`src/design/ptimer_pkg.sv`:
```
// package: register map, field positions, reset values, modes
package ptimer_pkg;
	// register byte addresses
	localparam logic [4:0] ADDR_MODE_CTRL = 5'h00;
	localparam logic [4:0] ADDR_RUN_CTRL = 5'h04;
	localparam logic [4:0] ADDR_COUNT_LOW = 5'h08;
	localparam logic [4:0] ADDR_COUNT_HIGH = 5'h0c;
	localparam logic [4:0] ADDR_DUTY_LOW = 5'h10;
	localparam logic [4:0] ADDR_DUTY_HIGH = 5'h14;
	localparam logic [4:0] ADDR_PERIOD_LOW = 5'h18;
	localparam logic [4:0] ADDR_PERIOD_HIGH = 5'h1c;
	// address width of the slave
	localparam int ADDR_W = 5;
	// timer_mode_ctrl fields
	localparam int MODE_POS = 6;
	localparam int PINF_POS = 4;
	localparam int INIT_POS = 3;
	localparam int INV_POS = 2;
	localparam int CLR_POS = 0;
	// timer_run_ctrl fields (also holds the match flags)
	localparam int PAUSE_POS = 7;
	localparam int CKSEL_POS = 4;
	localparam int ON_POS = 3;
	localparam int PFLAG_POS = 1;
	localparam int AFLAG_POS = 0;
	// reset values and counter maximum
	localparam logic [7:0] MODE_CTRL_RST = 8'h00;
	localparam logic [7:0] RUN_CTRL_RST = 8'h00;
	localparam logic [9:0] VALUE_RST = 10'h000;
	localparam logic [9:0] COUNT_MAX = 10'h3ff;
	// internal prescaler divide counts
	localparam logic [5:0] DIV_SYS4 = 6'h03;
	localparam logic [5:0] DIV_H16 = 6'h0f;
	localparam logic [5:0] DIV_H64 = 6'h3f;
	localparam logic [5:0] DIV_SUB = 6'h1f;
	// axi responses
	localparam logic [1:0] RESP_OKAY = 2'h0;
	localparam logic [1:0] RESP_SLVERR = 2'h2;
	// operating modes
	typedef enum logic [1:0]
	{
		MODE_COMPARE = 2'b00,
		MODE_UNDEF = 2'b01,
		MODE_PWM = 2'b10,
		MODE_TIMER = 2'b11
	} op_mode_e;
	// clock sources
	typedef enum logic [2:0]
	{
		CK_SYS4 = 3'b000,
		CK_SYS = 3'b001,
		CK_H16 = 3'b010,
		CK_H64 = 3'b011,
		CK_SUB0 = 3'b100,
		CK_SUB1 = 3'b101,
		CK_EXT_RISE = 3'b110,
		CK_EXT_FALL = 3'b111
	} clock_sel_e;
endpackage

```
`src/design/ext_clock_sync.sv`:
```
// three-stage synchroniser with edge detection for the external clock pin
`timescale 1ns/1ps
module ext_clock_sync
(
	// clock and reset
	input wire logic aclk,
	input wire logic aresetn,
	// pin in, edges out
	input wire logic pin,
	output logic rise,
	output logic fall
);
	logic s1_r;
	logic s2_r;
	logic s3_r;
	logic lvl_r;

	// shift chain; first stage feeds only the second
	always_ff @(posedge aclk)
	begin
		if (!aresetn)
		begin
			s1_r <= 1'b0;
			s2_r <= 1'b0;
			s3_r <= 1'b0;
		end
		else
		begin
			s1_r <= pin;
			s2_r <= s1_r;
			s3_r <= s2_r;
		end
	end

	// accepted level changes only when stages two and three agree
	always_ff @(posedge aclk)
	begin
		if (!aresetn)
			lvl_r <= 1'b0;
		else if (s2_r == s3_r)
			lvl_r <= s3_r;
	end

	assign rise = (s2_r == s3_r) && s3_r && !lvl_r;
	assign fall = (s2_r == s3_r) && !s3_r && lvl_r;
endmodule

```
`src/design/periodic_timer.sv`:
```
// periodic timer with compare output, axi4-lite register slave
//
// The address map and the AXI4-Lite slave port are this design's own decisions.
`timescale 1ns/1ps
module periodic_timer
(
	// clock and reset
	input wire logic aclk,
	input wire logic aresetn,
	// axi4-lite write address
	input wire logic [4:0] s_axi_awaddr,
	input wire logic s_axi_awvalid,
	output logic s_axi_awready,
	// axi4-lite write data
	input wire logic [31:0] s_axi_wdata,
	input wire logic [3:0] s_axi_wstrb,
	input wire logic s_axi_wvalid,
	output logic s_axi_wready,
	// axi4-lite write response
	output logic [1:0] s_axi_bresp,
	output logic s_axi_bvalid,
	input wire logic s_axi_bready,
	// axi4-lite read address
	input wire logic [4:0] s_axi_araddr,
	input wire logic s_axi_arvalid,
	output logic s_axi_arready,
	// axi4-lite read data
	output logic [31:0] s_axi_rdata,
	output logic [1:0] s_axi_rresp,
	output logic s_axi_rvalid,
	input wire logic s_axi_rready,
	// pins
	input wire logic ext_clock_pin,
	output logic timer_output_pin
);
	logic [7:0] mode_ctrl_r;
	logic [7:0] run_ctrl_r;
	logic [9:0] duty_compare_value;
	logic [9:0] period_value_bits;
	logic [9:0] count_r;
	logic duty_match_flag;
	logic period_match_flag;
	logic raw_out_r;
	logic on_d_r;
	logic [5:0] pre_r;
	logic aw_hold_r;
	logic w_hold_r;
	logic [4:0] awaddr_r;
	logic [31:0] wdata_r;
	logic [3:0] wstrb_r;
	logic ext_rise;
	logic ext_fall;

	// field views
	ptimer_pkg::op_mode_e op_mode_sel;
	ptimer_pkg::clock_sel_e clock_source_sel;
	logic [1:0] pin_function_sel;
	logic output_init_level;
	logic output_invert;
	logic clear_source_sel;
	logic counter_on;
	logic counter_pause;
	assign op_mode_sel = ptimer_pkg::op_mode_e'(
		mode_ctrl_r[ptimer_pkg::MODE_POS +: 2]);
	assign pin_function_sel = mode_ctrl_r[ptimer_pkg::PINF_POS +: 2];
	assign output_init_level = mode_ctrl_r[ptimer_pkg::INIT_POS];
	assign output_invert = mode_ctrl_r[ptimer_pkg::INV_POS];
	assign clear_source_sel = mode_ctrl_r[ptimer_pkg::CLR_POS];
	assign clock_source_sel = ptimer_pkg::clock_sel_e'(
		run_ctrl_r[ptimer_pkg::CKSEL_POS +: 3]);
	assign counter_on = run_ctrl_r[ptimer_pkg::ON_POS];
	assign counter_pause = run_ctrl_r[ptimer_pkg::PAUSE_POS];
	assign duty_match_flag = run_ctrl_r[ptimer_pkg::AFLAG_POS];
	assign period_match_flag = run_ctrl_r[ptimer_pkg::PFLAG_POS];

	ext_clock_sync u_sync
	(
		.aclk(aclk),
		.aresetn(aresetn),
		.pin(ext_clock_pin),
		.rise(ext_rise),
		.fall(ext_fall)
	);

	////////////////////////////////////////////////////////////////////
	// counter clock tick selection
	logic [5:0] div_lim;
	logic tick;
	logic on_rise;
	always_comb
	begin
		div_lim = ptimer_pkg::DIV_SYS4;
		tick = 1'b0;
		unique case (clock_source_sel)
			ptimer_pkg::CK_SYS4: div_lim = ptimer_pkg::DIV_SYS4;
			ptimer_pkg::CK_SYS: div_lim = 6'h00;
			ptimer_pkg::CK_H16: div_lim = ptimer_pkg::DIV_H16;
			ptimer_pkg::CK_H64: div_lim = ptimer_pkg::DIV_H64;
			ptimer_pkg::CK_SUB0: div_lim = ptimer_pkg::DIV_SUB;
			ptimer_pkg::CK_SUB1: div_lim = ptimer_pkg::DIV_SUB;
			ptimer_pkg::CK_EXT_RISE: div_lim = 6'h00;
			ptimer_pkg::CK_EXT_FALL: div_lim = 6'h00;
		endcase
		if (clock_source_sel == ptimer_pkg::CK_EXT_RISE)
			tick = ext_rise;
		else if (clock_source_sel == ptimer_pkg::CK_EXT_FALL)
			tick = ext_fall;
		else
			tick = (pre_r >= div_lim);
	end
	assign on_rise = counter_on && !on_d_r;

	// prescaler for internal sources
	always_ff @(posedge aclk)
	begin
		if (!aresetn)
			pre_r <= 6'h00;
		else if (!counter_on || pre_r >= div_lim)
			pre_r <= 6'h00;
		else
			pre_r <= pre_r + 6'h01;
	end

	// counter_on delay for edge detect
	always_ff @(posedge aclk)
	begin
		if (!aresetn)
			on_d_r <= 1'b0;
		else
			on_d_r <= counter_on;
	end

	////////////////////////////////////////////////////////////////////
	// compare and clear decisions
	logic running;
	logic pwm_mode;
	logic a_match;
	logic p_match;
	logic ovf;
	logic do_clear;
	logic set_a;
	logic set_p;
	logic pulse_end;
	assign running = counter_on && !on_rise && !counter_pause && tick;
	assign pwm_mode = (op_mode_sel == ptimer_pkg::MODE_PWM);
	// zero duty never matches
	assign a_match = running && (duty_compare_value != 10'h000)
		&& (count_r == duty_compare_value);
	assign p_match = running && (period_value_bits != 10'h000)
		&& (count_r == period_value_bits);
	assign ovf = running && (count_r == ptimer_pkg::COUNT_MAX);
	always_comb
	begin
		do_clear = 1'b0;
		set_a = a_match;
		set_p = p_match;
		if (pwm_mode)
			do_clear = p_match || (period_value_bits == 10'h000 && ovf);
		else if (clear_source_sel)
		begin
			do_clear = a_match;
			set_p = 1'b0;
		end
		else
			do_clear = p_match || (period_value_bits == 10'h000 && ovf);
	end
	assign pulse_end = pwm_mode && (pin_function_sel == 2'b11) && a_match;

	// counter
	always_ff @(posedge aclk)
	begin
		if (!aresetn)
			count_r <= ptimer_pkg::VALUE_RST;
		else if (on_rise)
			count_r <= 10'h000;
		else if (do_clear || pulse_end)
			count_r <= 10'h000;
		else if (running)
			count_r <= count_r + 10'h001;
	end

	////////////////////////////////////////////////////////////////////
	// raw output level before polarity
	always_ff @(posedge aclk)
	begin
		if (!aresetn)
			raw_out_r <= 1'b0;
		else if (on_rise)
			raw_out_r <= output_init_level;
		else if (op_mode_sel == ptimer_pkg::MODE_COMPARE && a_match)
		begin
			// only A match moves the pin
			unique case (pin_function_sel)
				2'b00: raw_out_r <= raw_out_r;
				2'b01: raw_out_r <= 1'b0;
				2'b10: raw_out_r <= 1'b1;
				2'b11: raw_out_r <= !raw_out_r;
			endcase
		end
		else if (pwm_mode)
		begin
			unique case (pin_function_sel)
				2'b00: raw_out_r <= !output_init_level;
				2'b01: raw_out_r <= output_init_level;
				2'b10: raw_out_r <= (count_r < duty_compare_value)
					? output_init_level : !output_init_level;
				2'b11: raw_out_r <= counter_on
					? output_init_level : !output_init_level;
			endcase
		end
	end

	// pin with inversion; timer mode holds pin low
	always_ff @(posedge aclk)
	begin
		if (!aresetn)
			timer_output_pin <= 1'b0;
		else if (op_mode_sel == ptimer_pkg::MODE_TIMER)
			timer_output_pin <= 1'b0;
		else
			timer_output_pin <= raw_out_r ^ output_invert;
	end

	////////////////////////////////////////////////////////////////////
	// axi write channel capture
	logic wr_go;
	assign wr_go = aw_hold_r && w_hold_r && !s_axi_bvalid;
	always_ff @(posedge aclk)
	begin
		if (!aresetn)
		begin
			s_axi_awready <= 1'b1;
			s_axi_wready <= 1'b1;
			aw_hold_r <= 1'b0;
			w_hold_r <= 1'b0;
			awaddr_r <= 5'h00;
			wdata_r <= 32'h00000000;
			wstrb_r <= 4'h0;
		end
		else
		begin
			if (s_axi_awvalid && !aw_hold_r)
			begin
				aw_hold_r <= 1'b1;
				awaddr_r <= s_axi_awaddr;
			end
			else if (wr_go)
				aw_hold_r <= 1'b0;
			if (s_axi_wvalid && !w_hold_r)
			begin
				w_hold_r <= 1'b1;
				wdata_r <= s_axi_wdata;
				wstrb_r <= s_axi_wstrb;
			end
			else if (wr_go)
				w_hold_r <= 1'b0;
			// ready registered as the inverse of the next hold state
			s_axi_awready <= !(s_axi_awvalid && !aw_hold_r)
				&& !(aw_hold_r && !wr_go);
			s_axi_wready <= !(s_axi_wvalid && !w_hold_r)
				&& !(w_hold_r && !wr_go);
		end
	end

	// write response
	logic wr_hit;
	assign wr_hit = (awaddr_r[1:0] == 2'b00);
	always_ff @(posedge aclk)
	begin
		if (!aresetn)
		begin
			s_axi_bvalid <= 1'b0;
			s_axi_bresp <= ptimer_pkg::RESP_OKAY;
		end
		else if (wr_go)
		begin
			s_axi_bvalid <= 1'b1;
			s_axi_bresp <= wr_hit ? ptimer_pkg::RESP_OKAY
				: ptimer_pkg::RESP_SLVERR;
		end
		else if (s_axi_bready)
			s_axi_bvalid <= 1'b0;
	end

	// register writes; byte lane 0 only
	logic wr_b0;
	assign wr_b0 = wr_go && wr_hit && wstrb_r[0];
	always_ff @(posedge aclk)
	begin
		if (!aresetn)
		begin
			mode_ctrl_r <= ptimer_pkg::MODE_CTRL_RST;
			duty_compare_value <= ptimer_pkg::VALUE_RST;
			period_value_bits <= ptimer_pkg::VALUE_RST;
		end
		else if (wr_b0)
		begin
			unique case (awaddr_r)
				ptimer_pkg::ADDR_MODE_CTRL: mode_ctrl_r <= wdata_r[7:0];
				ptimer_pkg::ADDR_DUTY_LOW:
					duty_compare_value[7:0] <= wdata_r[7:0];
				ptimer_pkg::ADDR_DUTY_HIGH:
					duty_compare_value[9:8] <= wdata_r[1:0];
				ptimer_pkg::ADDR_PERIOD_LOW:
					period_value_bits[7:0] <= wdata_r[7:0];
				ptimer_pkg::ADDR_PERIOD_HIGH:
					period_value_bits[9:8] <= wdata_r[1:0];
				default: ;
			endcase
		end
	end

	// run control and sticky flags; set beats clear
	logic wr_run;
	assign wr_run = wr_b0 && (awaddr_r == ptimer_pkg::ADDR_RUN_CTRL);
	always_ff @(posedge aclk)
	begin
		if (!aresetn)
			run_ctrl_r <= ptimer_pkg::RUN_CTRL_RST;
		else
		begin
			if (wr_run)
				run_ctrl_r[7:3] <= wdata_r[7:3];
			else if (pulse_end)
				run_ctrl_r[ptimer_pkg::ON_POS] <= 1'b0;
			else if (pwm_mode && pin_function_sel == 2'b11
				&& ext_rise)
				run_ctrl_r[ptimer_pkg::ON_POS] <= 1'b1;
			// write one to clear
			run_ctrl_r[ptimer_pkg::AFLAG_POS] <= set_a
				|| (duty_match_flag && !(wr_run && wdata_r[0]));
			run_ctrl_r[ptimer_pkg::PFLAG_POS] <= set_p
				|| (period_match_flag && !(wr_run && wdata_r[1]));
			run_ctrl_r[2] <= 1'b0;
		end
	end

	////////////////////////////////////////////////////////////////////
	// read channel
	logic [7:0] rd_byte;
	logic rd_hit;
	always_comb
	begin
		rd_hit = (s_axi_araddr[1:0] == 2'b00);
		rd_byte = 8'h00;
		unique case (s_axi_araddr)
			ptimer_pkg::ADDR_MODE_CTRL: rd_byte = mode_ctrl_r;
			ptimer_pkg::ADDR_RUN_CTRL: rd_byte = run_ctrl_r;
			ptimer_pkg::ADDR_COUNT_LOW: rd_byte = count_r[7:0];
			ptimer_pkg::ADDR_COUNT_HIGH: rd_byte = {6'h00, count_r[9:8]};
			ptimer_pkg::ADDR_DUTY_LOW: rd_byte = duty_compare_value[7:0];
			ptimer_pkg::ADDR_DUTY_HIGH:
				rd_byte = {6'h00, duty_compare_value[9:8]};
			ptimer_pkg::ADDR_PERIOD_LOW: rd_byte = period_value_bits[7:0];
			ptimer_pkg::ADDR_PERIOD_HIGH:
				rd_byte = {6'h00, period_value_bits[9:8]};
			default: rd_hit = 1'b0;
		endcase
	end
	always_ff @(posedge aclk)
	begin
		if (!aresetn)
		begin
			s_axi_arready <= 1'b1;
			s_axi_rvalid <= 1'b0;
			s_axi_rdata <= 32'h00000000;
			s_axi_rresp <= ptimer_pkg::RESP_OKAY;
		end
		else if (s_axi_arvalid && !s_axi_rvalid)
		begin
			s_axi_arready <= 1'b0; // no new address while data is pending
			s_axi_rvalid <= 1'b1;
			s_axi_rdata <= {24'h000000, rd_byte};
			s_axi_rresp <= rd_hit ? ptimer_pkg::RESP_OKAY
				: ptimer_pkg::RESP_SLVERR;
		end
		else if (s_axi_rready)
		begin
			s_axi_rvalid <= 1'b0;
			s_axi_arready <= 1'b1;
		end
	end

	////////////////////////////////////////////////////////////////////
	// checks
	property p_flag_sticky;
		@(posedge aclk) disable iff (!aresetn)
		(duty_match_flag && !(wr_run && wdata_r[0])) |=> duty_match_flag;
	endproperty
	a_flag_sticky: assert property (p_flag_sticky)
		else $error("duty flag dropped without clear");
	property p_no_pflag;
		@(posedge aclk) disable iff (!aresetn)
		(clear_source_sel && !pwm_mode && p_match && !period_match_flag)
		|=> !period_match_flag;
	endproperty
	a_no_pflag: assert property (p_no_pflag)
		else $error("period flag set with clear select high");
	property p_on_clear;
		@(posedge aclk) disable iff (!aresetn)
		on_rise |=> (count_r == 10'h000);
	endproperty
	a_on_clear: assert property (p_on_clear)
		else $error("counter not cleared at switch on");
	property p_pause_hold;
		@(posedge aclk) disable iff (!aresetn)
		(counter_pause && !on_rise) |=> $stable(count_r);
	endproperty
	a_pause_hold: assert property (p_pause_hold)
		else $error("counter moved while paused");
	property p_a_clear;
		@(posedge aclk) disable iff (!aresetn)
		(a_match && clear_source_sel && !pwm_mode) |=> (count_r == 10'h000);
	endproperty
	a_a_clear: assert property (p_a_clear)
		else $error("A match did not clear counter");
	property p_init_level;
		@(posedge aclk) disable iff (!aresetn)
		(on_rise && op_mode_sel == ptimer_pkg::MODE_COMPARE)
		|=> ##1 (timer_output_pin == $past(output_init_level ^ output_invert, 2));
	endproperty
	a_init_level: assert property (p_init_level)
		else $error("pin not at initial level after switch on");
	property p_timer_pin;
		@(posedge aclk) disable iff (!aresetn)
		(op_mode_sel == ptimer_pkg::MODE_TIMER) |=> !timer_output_pin;
	endproperty
	a_timer_pin: assert property (p_timer_pin)
		else $error("pin driven in timer mode");
	property p_zero_duty;
		@(posedge aclk) disable iff (!aresetn)
		(duty_compare_value == 10'h000 && !duty_match_flag)
		|=> !duty_match_flag;
	endproperty
	a_zero_duty: assert property (p_zero_duty)
		else $error("A flag set with zero duty value");
endmodule

```
`config.mk`:
```
export PLATFORM = sky130hd
export DESIGN_NAME = periodic_timer
export DESIGN_NICKNAME = d
export VERILOG_FILES = /design/src/design/ptimer_pkg.sv /design/src/design/ext_clock_sync.sv /design/src/design/periodic_timer.sv
export SDC_FILE = /design/constraint.sdc
export NUM_CORES = 1
export LEC_CHECK = 0
export BUFFER_PORTS_ARGS = -buffer_cell sky130_fd_sc_hd__buf_2
export CELL_PAD_IN_SITES_DETAIL_PLACEMENT = 0
export CELL_PAD_IN_SITES_GLOBAL_PLACEMENT = 2
export CORE_UTILIZATION = 34
export DETAILED_ROUTE_END_ITERATION = 12
export PLACE_DENSITY_LB_ADDON = 0.1
export SLEW_MARGIN = 20
export SYNTH_ARGS = -nofsm -noshare
export SYNTH_HDL_FRONTEND = slang
export SYNTH_HIERARCHICAL = 1
export SYNTH_SLANG_ARGS = --single-unit
```
`constraint.sdc`:
```
create_clock -name aclk -period 2.2 [get_ports aclk]
set_clock_uncertainty 0.05 [all_clocks]
set_input_delay 0.22 -clock aclk [delete_from_list [all_inputs] [get_ports aclk]]
set_output_delay 0.22 -clock aclk [all_outputs]
set_load 0.01 [all_outputs]
```
# Word-level counts from Yosys, hierarchy flattened

Memories as Yosys holds them, arrays and structs flattened. A register that Yosys moved wholly into a read port is not among the register bits.
Cells that the tools add are included.

Flip-flop bits (word level): 92
ROM bits: 48
Input bits: 54
Output and inout bits: 42
Memories kept: 1

Add/subtract/negate cells: 2
Order comparisons: 2
Equal/unequal tests: 24
Multiplexer cells: 31
Bitwise gates (word level): 2
Reductions and logical operators: 83

Memory list:

| memory           | depth | width | read ports | clocked after Yosys merged registers in | wr ports | line                 | RTL |
|---|---|---|---|---|---|---|---|
| (name not given) | 8     | 6     | 1          | 1                                       | 0        | periodic_timer.sv:94 | `unique case (clock_source_sel)` |

Operators by type and width:

| cell                                          | number |
|---|---|
| one-hot mux 8 bit (8 select lines)            | 1 |
| == test 5 bit, second input constant          | 8 |
| logical AND 1 bit                             | 34 |
| 2-to-1 mux 1 bit                              | 24 |
| == test 10 bit                                | 2 |
| nonzero test 10 bit                           | 2 |
| zero test 1 bit                               | 19 |
| AND reduction 2 bit                           | 6 |
| adder 10 x 1 -> 10 bit, second input constant | 1 |
| == test 10 bit, second input constant         | 1 |
| == test 5 x 3 -> 1 bit, second input constant | 2 |
| == test 5 x 4 -> 1 bit, second input constant | 2 |
| zero test 10 bit                              | 1 |
| zero test 5 bit                               | 2 |
| less-than comparator 10 bit                   | 1 |
| == test 2 bit, second input constant          | 4 |
| zero test 2 bit                               | 4 |
| nonzero test 2 bit                            | 4 |
| OR reduction 8 bit                            | 1 |
| adder 6 x 1 -> 6 bit, second input constant   | 1 |
| == test 3 bit, second input constant          | 2 |
| greater-or-equal comparator 6 bit             | 1 |
| 2-to-1 mux 3 bit                              | 2 |
| nonzero test 3 bit                            | 2 |
| other kinds (11)                              | 17 |

# Longest topological paths before layout

Gate-level depths: netlist (run 1).

Depth after elaboration: 13
Mapped depth: 10
Mapped depth without buffers: 9

# By module

The synthesis (run 1) kept the hierarchy.

Modules (own cells, without submodules):

| module         | times used | cells each | area an instance (sq um) | sequential area each (sq um) |
|---|---|---|---|---|
| periodic_timer | 1          | 499        | 4687.0                   | 1781.7 |
| ext_clock_sync | 1          | 15         | 160.2                    | 80.1 |

# Worst setup path after synthesis (run 1)

No wires, ideal clock.

Kind: register to register
From: register pre_r[0]
To: register run_ctrl_r[3]
Library setup time: 70 ps
Arrival time: 1837 ps
Data required time: 2080 ps
Slack: 243 ps
Stages on the path, launching flop included: 10
Path through: dfxtp_1 > inv_1 > ha_1 > nand2b_1 > a21oi_1 > o221ai_1 > o21a_1 > and2_1 > a211o_1 > a21boi_1

Cells in the longest elaborated chain, start to end: 9
Elaborated cells on any way between the ends: 10
Those cells by class: order compare (1); mux (4); reduce/logical (5)

Ends and longest elaborated chain:

| item                                | line                  | RTL |
|---|---|---|
| start: declaration                  | periodic_timer.sv:45  | `logic [5:0] pre_r;` |
| start signal: assignment            | periodic_timer.sv:121 | `pre_r <= pre_r + 6'h01;` |
| greater-or-equal comparator 6 bit * | periodic_timer.sv:109 | `tick = (pre_r >= div_lim);` |
| 2-to-1 mux 1 bit *                  | periodic_timer.sv:106 | `else if (clock_source_sel == ptimer_pkg::CK_EXT_FALL)` |
| 2-to-1 mux 1 bit *                  | periodic_timer.sv:104 | `if (clock_source_sel == ptimer_pkg::CK_EXT_RISE)` |
| logical AND 1 bit *                 | periodic_timer.sv:144 | `assign running = counter_on && !on_rise && !counter_pause && tick;` |
| logical AND 1 bit *                 | periodic_timer.sv:147 | `assign a_match = running && (duty_compare_value != 10'h000)` |
| logical AND 1 bit *                 | periodic_timer.sv:148 | `&& (count_r == duty_compare_value);` |
| logical AND 1 bit *                 | periodic_timer.sv:167 | `assign pulse_end = pwm_mode && (pin_function_sel == 2'b11) && a_match;` |
| 2-to-1 mux 1 bit                    | periodic_timer.sv:324 | `else if (pulse_end)` |
| 2-to-1 mux 1 bit                    | periodic_timer.sv:322 | `if (wr_run)` |
| end signal: assignment              | periodic_timer.sv:323 | `run_ctrl_r[7:3] <= wdata_r[7:3];` |
| end signal: indexed assignment      | periodic_timer.sv:330 | `run_ctrl_r[ptimer_pkg::AFLAG_POS] <= set_a` |
| end signal: indexed assignment      | periodic_timer.sv:332 | `run_ctrl_r[ptimer_pkg::PFLAG_POS] <= set_p` |
| end: declaration                    | periodic_timer.sv:37  | `logic [7:0] run_ctrl_r;` |

Every way passes the cells marked *; elsewhere a longest branch is shown, timed or not.
A chain may end at the register's enable or synchronous reset.

# Worst setup path in the final report (run 1)

From: register pre_r[0]
To: register raw_out_r

Cells in the longest elaborated chain, start to end: 9
Elaborated cells on any way between the ends: 12
Those cells by class: order compare (1); eq/ne (1); mux (4); reduce/logical (6)

Ends and longest elaborated chain:

| item                                                                     | line                  | RTL |
|---|---|---|
| greater-or-equal comparator 6 bit *                                      | periodic_timer.sv:109 |  |
| 2-to-1 mux 1 bit *                                                       | periodic_timer.sv:106 |  |
| 2-to-1 mux 1 bit *                                                       | periodic_timer.sv:104 |  |
| logical AND 1 bit *                                                      | periodic_timer.sv:144 |  |
| logical AND 1 bit *                                                      | periodic_timer.sv:147 |  |
| logical AND 1 bit *                                                      | periodic_timer.sv:148 |  |
| logical AND 1 bit *                                                      | periodic_timer.sv:190 | `else if (op_mode_sel == ptimer_pkg::MODE_COMPARE && a_match)` |
| != test 3 bit (no line), or another cell as far along                    | n/a                   |  |
| AND reduction 2 bit (no line) / 2-to-1 mux 1 bit (equally long branches) | n/a                   |  |
| end signal: assignment                                                   | periodic_timer.sv:189 | `raw_out_r <= output_init_level;` |
| end signal: assignment                                                   | periodic_timer.sv:194 | `2'b00: raw_out_r <= raw_out_r;` |
| end signal: assignment                                                   | periodic_timer.sv:197 | `2'b11: raw_out_r <= !raw_out_r;` |
| end: declaration                                                         | periodic_timer.sv:43  | `logic raw_out_r;` |

Marks and branches as above.

==> results of run 1 <==
-- worst max-delay path by stage --
stage	from	end	slack (ps)	cells after the start
after detailed placement	pre_r[0]$_SDFF_PP0_	count_r[3]$_SDFFE_PP0P_	6	10
after global routing	duty_compare_value[5]$_SDFFE_PN0P_	count_r[5]$_SDFFE_PP0P_	4	10
final	pre_r[0]$_SDFF_PP0_	raw_out_r$_SDFFE_PN0P_	150	10
after global placement	pre_r[0]$_SDFF_PP0_	count_r[0]$_SDFFE_PP0P_	30	10
after floorplan	pre_r[0]$_SDFF_PP0_	run_ctrl_r[3]$_SDFFE_PN0P_	240	9
after CTS	pre_r[0]$_SDFF_PP0_	count_r[3]$_SDFFE_PP0P_	10	10
-- critical path: cells and delay by family, from the launching register on --
family / cells / cell delay, ps
compound gates: 5 / 790
flops: 1 / 340
simple gates: 2 / 280
fa+ha+maj: 1 / 270
buf+inv: 2 / 190
-- flip-flops by register name, summed over array words and instances, names as in the netlist, 4 cells and up --
signal / flops
s_axi_rdata: 8
period_value_bits: 10
duty_compare_value: 10
mode_ctrl_r: 8
wdata_r: 8
run_ctrl_r: 7
count_r: 10
awaddr_r: 5
pre_r: 6
div_lim: 4
-- where the power goes --
group	internal, mW	switching (mW)	total, mW
clock network	0.764	0.663	1.43
logic	0.0844	0.119	0.203
registers	1.71	0.0351	1.75
-- layout make-up --
type / count / area (sq um)
repair buffers: 71 / 427.9
clock buffers: 10 / 229.0
clock inverters: 6 / 38.79
well taps: 180 / 225.2
multi-input cells: 375 / 2738
fillers: 1410 / 8262
inverters: 26 / 97.59
flip-flops and latches: 93 / 1863
-- cells in the mapped netlist (2+ instances only) --
cell type  instances
a21boi_0          11
a21boi_1           2
a21oi_1           11
a22o_1             4
a22oi_1            6
and2_1            10
and3_1             7
buf_2              4
buf_4             26
buf_6              2
clkbuf_1          13
dfxtp_1           93
ha_1              20
inv_1             26
mux2i_1           43
mux4_2             8
nand2_1           43
nand2b_1           6
nand3_1            9
nand3b_1           2
nand4_1           13
nor2_1            26
nor2_4             2
nor2b_1           48
nor3_1             4
nor3b_1            2
nor4_1             5
o211a_1            2
o21ai_0           11
o21ai_1            2
or4_1              2
xnor2_1            9
xor2_1            16
-- routing by layer --
layer | up-vias | wire, um | global-route usage, %
met3 | 15 | 467 | 2.773
met2 | 72 | 5147 | 25.60
met1 | 1674 | 5798 | 24.04
li1 | 1847 | - | -
met5 | - | 0 | 0
met4 | 0 | 229 | 7.407
-- kinds of logic after synthesis --
family                     Yosys count  share of synthesized area [%]
adders and majority gates           20                          5.163
muxes                               52                          12.91
buffers and inverters               71                          7.925
xor gates and xnor gates            25                          4.517
other                                1                        0.07737
AOI/OAI and AO/OA                   62                          8.802
and+or+nand+nor                    190                          22.20
DFF                                 93                          38.41
-- metrics by stage --
| stage | hold WS, ps | setup slack (ps) | cell area (sq um) |
|---|---|---|---|
| finish | 32.57 | 146.5 | 5619 |
| global route | 32.26 | 3.772 | 5619 |
| CTS | 24.86 | 12.67 | 5577 |
| detailed placement | 372.3 | 6.176 | 5308 |
| global placement | 365.4 | 33.59 | 5308 |
| floorplan | 291.7 | 243.4 | 4941 |
-- repair_timing --
item | CTS | global route
gates resized for setup | 1 | 10
pin swaps | 0 | 1
endpoints found under the setup margin | 3 | 12
==> metrics, run 1 <==
Total Routing Usage GR 17.10%; Worst Hold End u_sync/s1_r$_SDFF_PN0_; Leakage Power 2.329 nW; PwrDens 601.5 nW/um^2; vias in the first global route 3425; CP peak stage delay 340 ps; non-filler cells, final 761; Yosys top cell area share 38.41%; root buffer cell clkbuf_16; number of nets in the layout 650; HPWL Detailed 9.004 mm; final wirelength 11.64 mm; Worst-Margin Slew 599.9 ps; register bit total from synthesis 93; Max Slew Vio Count 0; WP data required 2360 ps; Initial Utilization 34.92%; Reg2Reg Capture Point raw_out_r$_SDFFE_PN0P_; Slew HR 59.92%; chip height 121.4 um; post-route ant nets 0; initial antenna violation count 0; # IOs 96; initial DRC count 233; RSZ-0062 raised after global routing false; residual DRC count 0; Hold-fix buffers, CTS 0; Hold Crit Class in2reg; Worst-path clk slew 70 ps; Setup CP Type reg2reg; FMAX 487.0 MHz; fin crit share 93.34%; Synth Warn # 6; Die ar. 14740 sq um; P&R area growth vs syn 15.93%; crit-path cells inv_1, ha_1, nand2b_1, a21oi_2, o221ai_2, o21a_4, buf_4, and3_1, o21bai_1, o311ai_1; crit-path max FO 5; synth top area cells dfxtp_1 38%, mux2i_1 8.9%, nor2b_1 6.2%, ha_1 5.2%, buf_4 4.0%; Die W 121.4 um; status finished clean; area leader, netlist dfxtp_1; utilization after layout 40.48%; vias per cell 4.741; Syn Std Cell Area 4847 sq um; clk buf depth 2; post-CTS setup buffer count 0; r2r setup slk 150 ps; drt pass-1 iters 4; CP Capture Type register; Distinct cells, synth 59; Post-synth ARST share 0%; Buffers on Ports 42; hold_sp ext_clock_pin; startpoint types register; post-route setup TNS 0 ps; commonest non-fill, non-tap cells in the layout 92 x dfxtp_1, 47 x nor2b_1, 43 x mux2i_1; top_reg_cell synth dfxtp_1; peak supply drop 0.3742 mV; final total power 3.380 mW; most common cell after layout, fill and taps aside dfxtp_1; H-tree lvl count 3; Synth Instances 514; Tmin final 2054 ps; clock latency on the worst-skew pair 350 ps; sequential share of the synthesized area 38.41%; Site Rows 43; Routed wire per std cell 15.30 um; clk sinks 93; path depth of the worst reg2reg path 10; CP arrival 2220 ps; final setup fails 0; global-route wire length before repair 18.73 mm; dpl cells 745; largest net degree at the start of global routing 42; CTS Buf Count 9; number of enable flip-flop cells after synthesis 0; hold path cells 2; Critical-path top delay cell dfxtp_1; worst r2r src pre_r[0]$_SDFF_PP0_; DR vias 3608; RePlAce Congestion 0.8210; post-synthesis average cell area 9.430 sq um; Max Cap Violations 0; total gr overflow 0; TritonCTS clock tree yes; core area 13880 sq um; # diodes 0; final hold vios 0; share of layout cells above drive strength 1 19.45%
Power figures use the tool's default switching activity.
==> run 2: changes to the inputs <==
--- a/config.mk
+++ b/config.mk
@@ -5,13 +5,13 @@
 export SDC_FILE = /design/constraint.sdc
 export NUM_CORES = 1
 export LEC_CHECK = 0
+export ABC_AREA = 1
 export BUFFER_PORTS_ARGS = -buffer_cell sky130_fd_sc_hd__buf_2
 export CELL_PAD_IN_SITES_DETAIL_PLACEMENT = 0
 export CELL_PAD_IN_SITES_GLOBAL_PLACEMENT = 2
-export CORE_UTILIZATION = 34
+export CORE_UTILIZATION = 30
 export DETAILED_ROUTE_END_ITERATION = 12
 export PLACE_DENSITY_LB_ADDON = 0.1
-export SLEW_MARGIN = 20
 export SYNTH_ARGS = -nofsm -noshare
 export SYNTH_HDL_FRONTEND = slang
 export SYNTH_HIERARCHICAL = 1
==> run 2 against run 1 <==
Against the previous run: first-iteration DRC count fell by 22%; total power rose by 7.3%; area after synthesis fell by 1.7%; sequential cell count did not move; combinational power rose by 15%; sequential share of layout area fell by 0.51 points; global-route usage rose by 0.76 points; non-clock buffer count rose by 5; worst hold slack got worse by 1.9 ps; critical path depth rose by 4; largest cell class unchanged; via count rose by 19%; sequential power barely moved.
==> metrics, run 2 <==
status finished clean; DR vias 4304 (+19%); non-filler cells, final 956 (+26%); synth top area cells dfxtp_1 39%, inv_1 8.7%, nand2_1 7.7%, o21ai_0 6.4%, a21oi_1 6.3%; Initial Utilization 30.99% (-3.9 points); Largest regs count_r: 10 flops, duty_compare_value: 10 flops, period_value_bits: 10 flops; Site Rows 45 (+4.7%); Synth Warn # 6 (unchanged); FMAX 501.5 MHz (+3.0%); Worst Setup Slack, final 206.1 ps (+59.59 ps); core area 15370 sq um (+11%); drt pass-1 iters 5 (+1); chip height 128.0 um (+5.4%); post-CTS setup buffer count 0 (unchanged); Max Cap Violations 0 (unchanged); clock latency on the worst-skew pair 360 ps (about the same); dpl cells 939 (+26%); Crit path buffers/inverters 3 (+1); design area 5714 sq um (+1.7%); vias per cell 4.502 (-5.0%); Synth Instances 666 (+30%); root buffer cell clkbuf_16; Worst-path clk slew 70 ps (about the same); Reg2Reg Capture Point count_r[6]$_SDFFE_PP0P_; utilization after layout 37.18% (-3.3 points); Tmin final 1994 ps (-59.59 ps); Worst-Margin Slew 515.9 ps (-84.06 ps); crit-path max FO 10 (+5); clk sinks 93 (unchanged); global-route wire length before repair 22.02 mm (+18%); vias in the first global route 4089 (+19%); Buffers on Ports 42 (unchanged); register bit total from synthesis 93 (unchanged); peak supply drop 0.3627 mV (-3.1%); Yosys top cell area share 39.09% (+0.68 points); residual DRC count 0 (unchanged); P&R area growth vs syn 19.96%; Distinct cells, synth 34 (-42%); Hold Crit Class in2reg; CP Capture Type register; most frequent CP cell nand2_1; initial antenna violation count 0 (unchanged); Critical-path top delay cell dfxtp_1; final wirelength 13.49 mm (+16%); path depth of the worst reg2reg path 14 (+4); startpoint types register; H-tree lvl count 3 (unchanged); # diodes 0 (unchanged); fin crit share 90.63% (-2.7 points); clk buf depth 2 (unchanged); Die W 128.0 um (+5.4%); crit-path cells inv_1, ha_1, nand2_1, nor2_1, nand2_2, nand3_2, nand2_2, inv_2, nand2_1, nor2_2, nand4_1, nand2_1, buf_12, nor2_1; number of nets in the layout 814 (+25%); commonest non-fill, non-tap cells in the layout 108 x inv_1, 96 x nand2_1, 90 x dfxtp_1; Total Routing Usage GR 17.86% (+0.76 points); HPWL Detailed 10.52 mm (+17%); largest net degree at the start of global routing 54 (+29%); # IOs 96 (unchanged); area leader, netlist dfxtp_1; Leakage Power 2.543 nW (+9.2%); final setup fails 0 (unchanged); post-route ant nets 0 (unchanged); number of enable flip-flop cells after synthesis 0 (unchanged); CP peak stage delay 310 ps (-30 ps); FF/Latch Area 1866 sq um (+0.13%); top cells by count, synth 110 x inv_1, 98 x nand2_1, 93 x dfxtp_1; Post-synth ARST share 0% (unchanged); Max Slew Vio Count 0 (unchanged); top_reg_cell synth dfxtp_1; CP arrival 2200 ps (-20 ps); cell family with most CP delay simple AND/OR/NAND/NOR gates; PwrDens 634.6 nW/um^2 (+5.5%); Routed wire per std cell 14.11 um (-7.8%); hold_sp s_axi_awaddr[4]; Die ar. 16390 sq um (+11%); WP data required 2410 ps (+50 ps); most common cell after layout, fill and taps aside inv_1; CTS Buf Count 9 (unchanged); initial DRC count 182 (-22%); multi-input logic area 2361 sq um (-14%); Syn Std Cell Area 4763 sq um (-1.7%); final hold vios 0 (unchanged); TritonCTS clock tree yes; total gr overflow 0 (unchanged); placed inst area 5346 sq um (+0.73%); post-route setup TNS 0 ps (unchanged); r2r setup slk 210 ps (+60 ps); Worst Hold End awaddr_r[4]$_SDFFE_PN0P_; most common cell in the synthesized netlist inv_1; Slew HR 65.48% (+5.6 points); hold path cells 3 (+1); RePlAce Congestion 0.8658 (+5.5%); Setup CP Type reg2reg; share of layout cells above drive strength 1 17.85% (-1.6 points); Critical Path Start div_lim[5]$_SDFF_PP0_; setup slack at placement 34.33 ps (+28.15 ps); post-synthesis average cell area 7.152 sq um (-24%); Filler Cells Inserted 1667 (+18%); sequential share of the synthesized area 39.09% (+0.68 points); worst r2r src div_lim[5]$_SDFF_PP0_
-- run 2: logic make-up (layout without fill, tap and decap cells) --
family | after synthesis | in the layout | synth area share, %
compound gates | 144 | 144 | 16.23
xor+xnor | 12 | 12 | 2.206
fa+ha+maj | 20 | 20 | 5.253
buf+inv | 154 | 208 | 14.29
flops | 93 | 93 | 39.09
other cells | 1 | 26 | 0.07873
simple gates | 242 | 242 | 22.85
-- run 2: how the worst max path moves through the flow --
| stage | endpoint | slack (ps) | cells after the start |
|---|---|---|---|
| after floorplan | count_r[0]$_SDFFE_PP0P_ | 310 | 13 |
| after global placement | count_r[8]$_SDFFE_PP0P_ | 40 | 15 |
| after detailed placement | raw_out_r$_SDFFE_PN0P_ | 30 | 13 |
| after CTS | raw_out_r$_SDFFE_PN0P_ | 10 | 13 |
| after global routing | count_r[9]$_SDFFE_PP0P_ | -4 | 12 |
| final | count_r[6]$_SDFFE_PP0P_ | 210 | 14 |
-- run 2: area by class of cell --
class	count	area share, %
Timing Repair Buffer	76	8.408
Inverter	116	7.620
Tap cell	211	4.620
Multi-Input combinational cell	444	41.32
Sequential cell	93	32.65
Clock buffer	10	4.182
Clock inverter	6	1.204
-- run 2: metal layers --
metal  vias up  global-route usage (%)  wire length [um]
li1       2248                       -                 -
met1      1963                   23.98              6529
met2        84                   28.42              6240
met3         9                   4.132               544
met4         0                   5.329               176
met5         -                       0                 0
-- run 2: repair_timing --
| action | CTS | global route |
|---|---|---|
| setup endpoints to repair | 0 | 11 |
| resized for setup | 0 | 20 |
| hold buffers | 1 | 0 |
| endpoints found under the hold margin | 1 | 0 |
-- run 2: tightest hold or removal path, delay by kind of cell --
kind | cells | cell delay [ps]
simple gates | 2 | 110
buf+inv | 1 | 70
-- run 2: through the flow --
| step | total power [mW] | hold slack, ps |
|---|---|---|
| global placement | 2.014 | 344.2 |
| floorplan | 1.958 | 263.5 |
| global route | 3.792 | 36.80 |
| detailed placement | 2.018 | 347.2 |
| finish | 3.626 | 30.63 |
| CTS | 3.695 | 16.77 |
-- run 2: power breakdown --
part | leakage [nW] | internal, mW | switching, mW | total (mW)
clock | 0.155 | 0.923 | 0.726 | 1.65
combinational | 1.63 | 0.0709 | 0.162 | 0.233
sequential | 0.757 | 1.72 | 0.0227 | 1.74
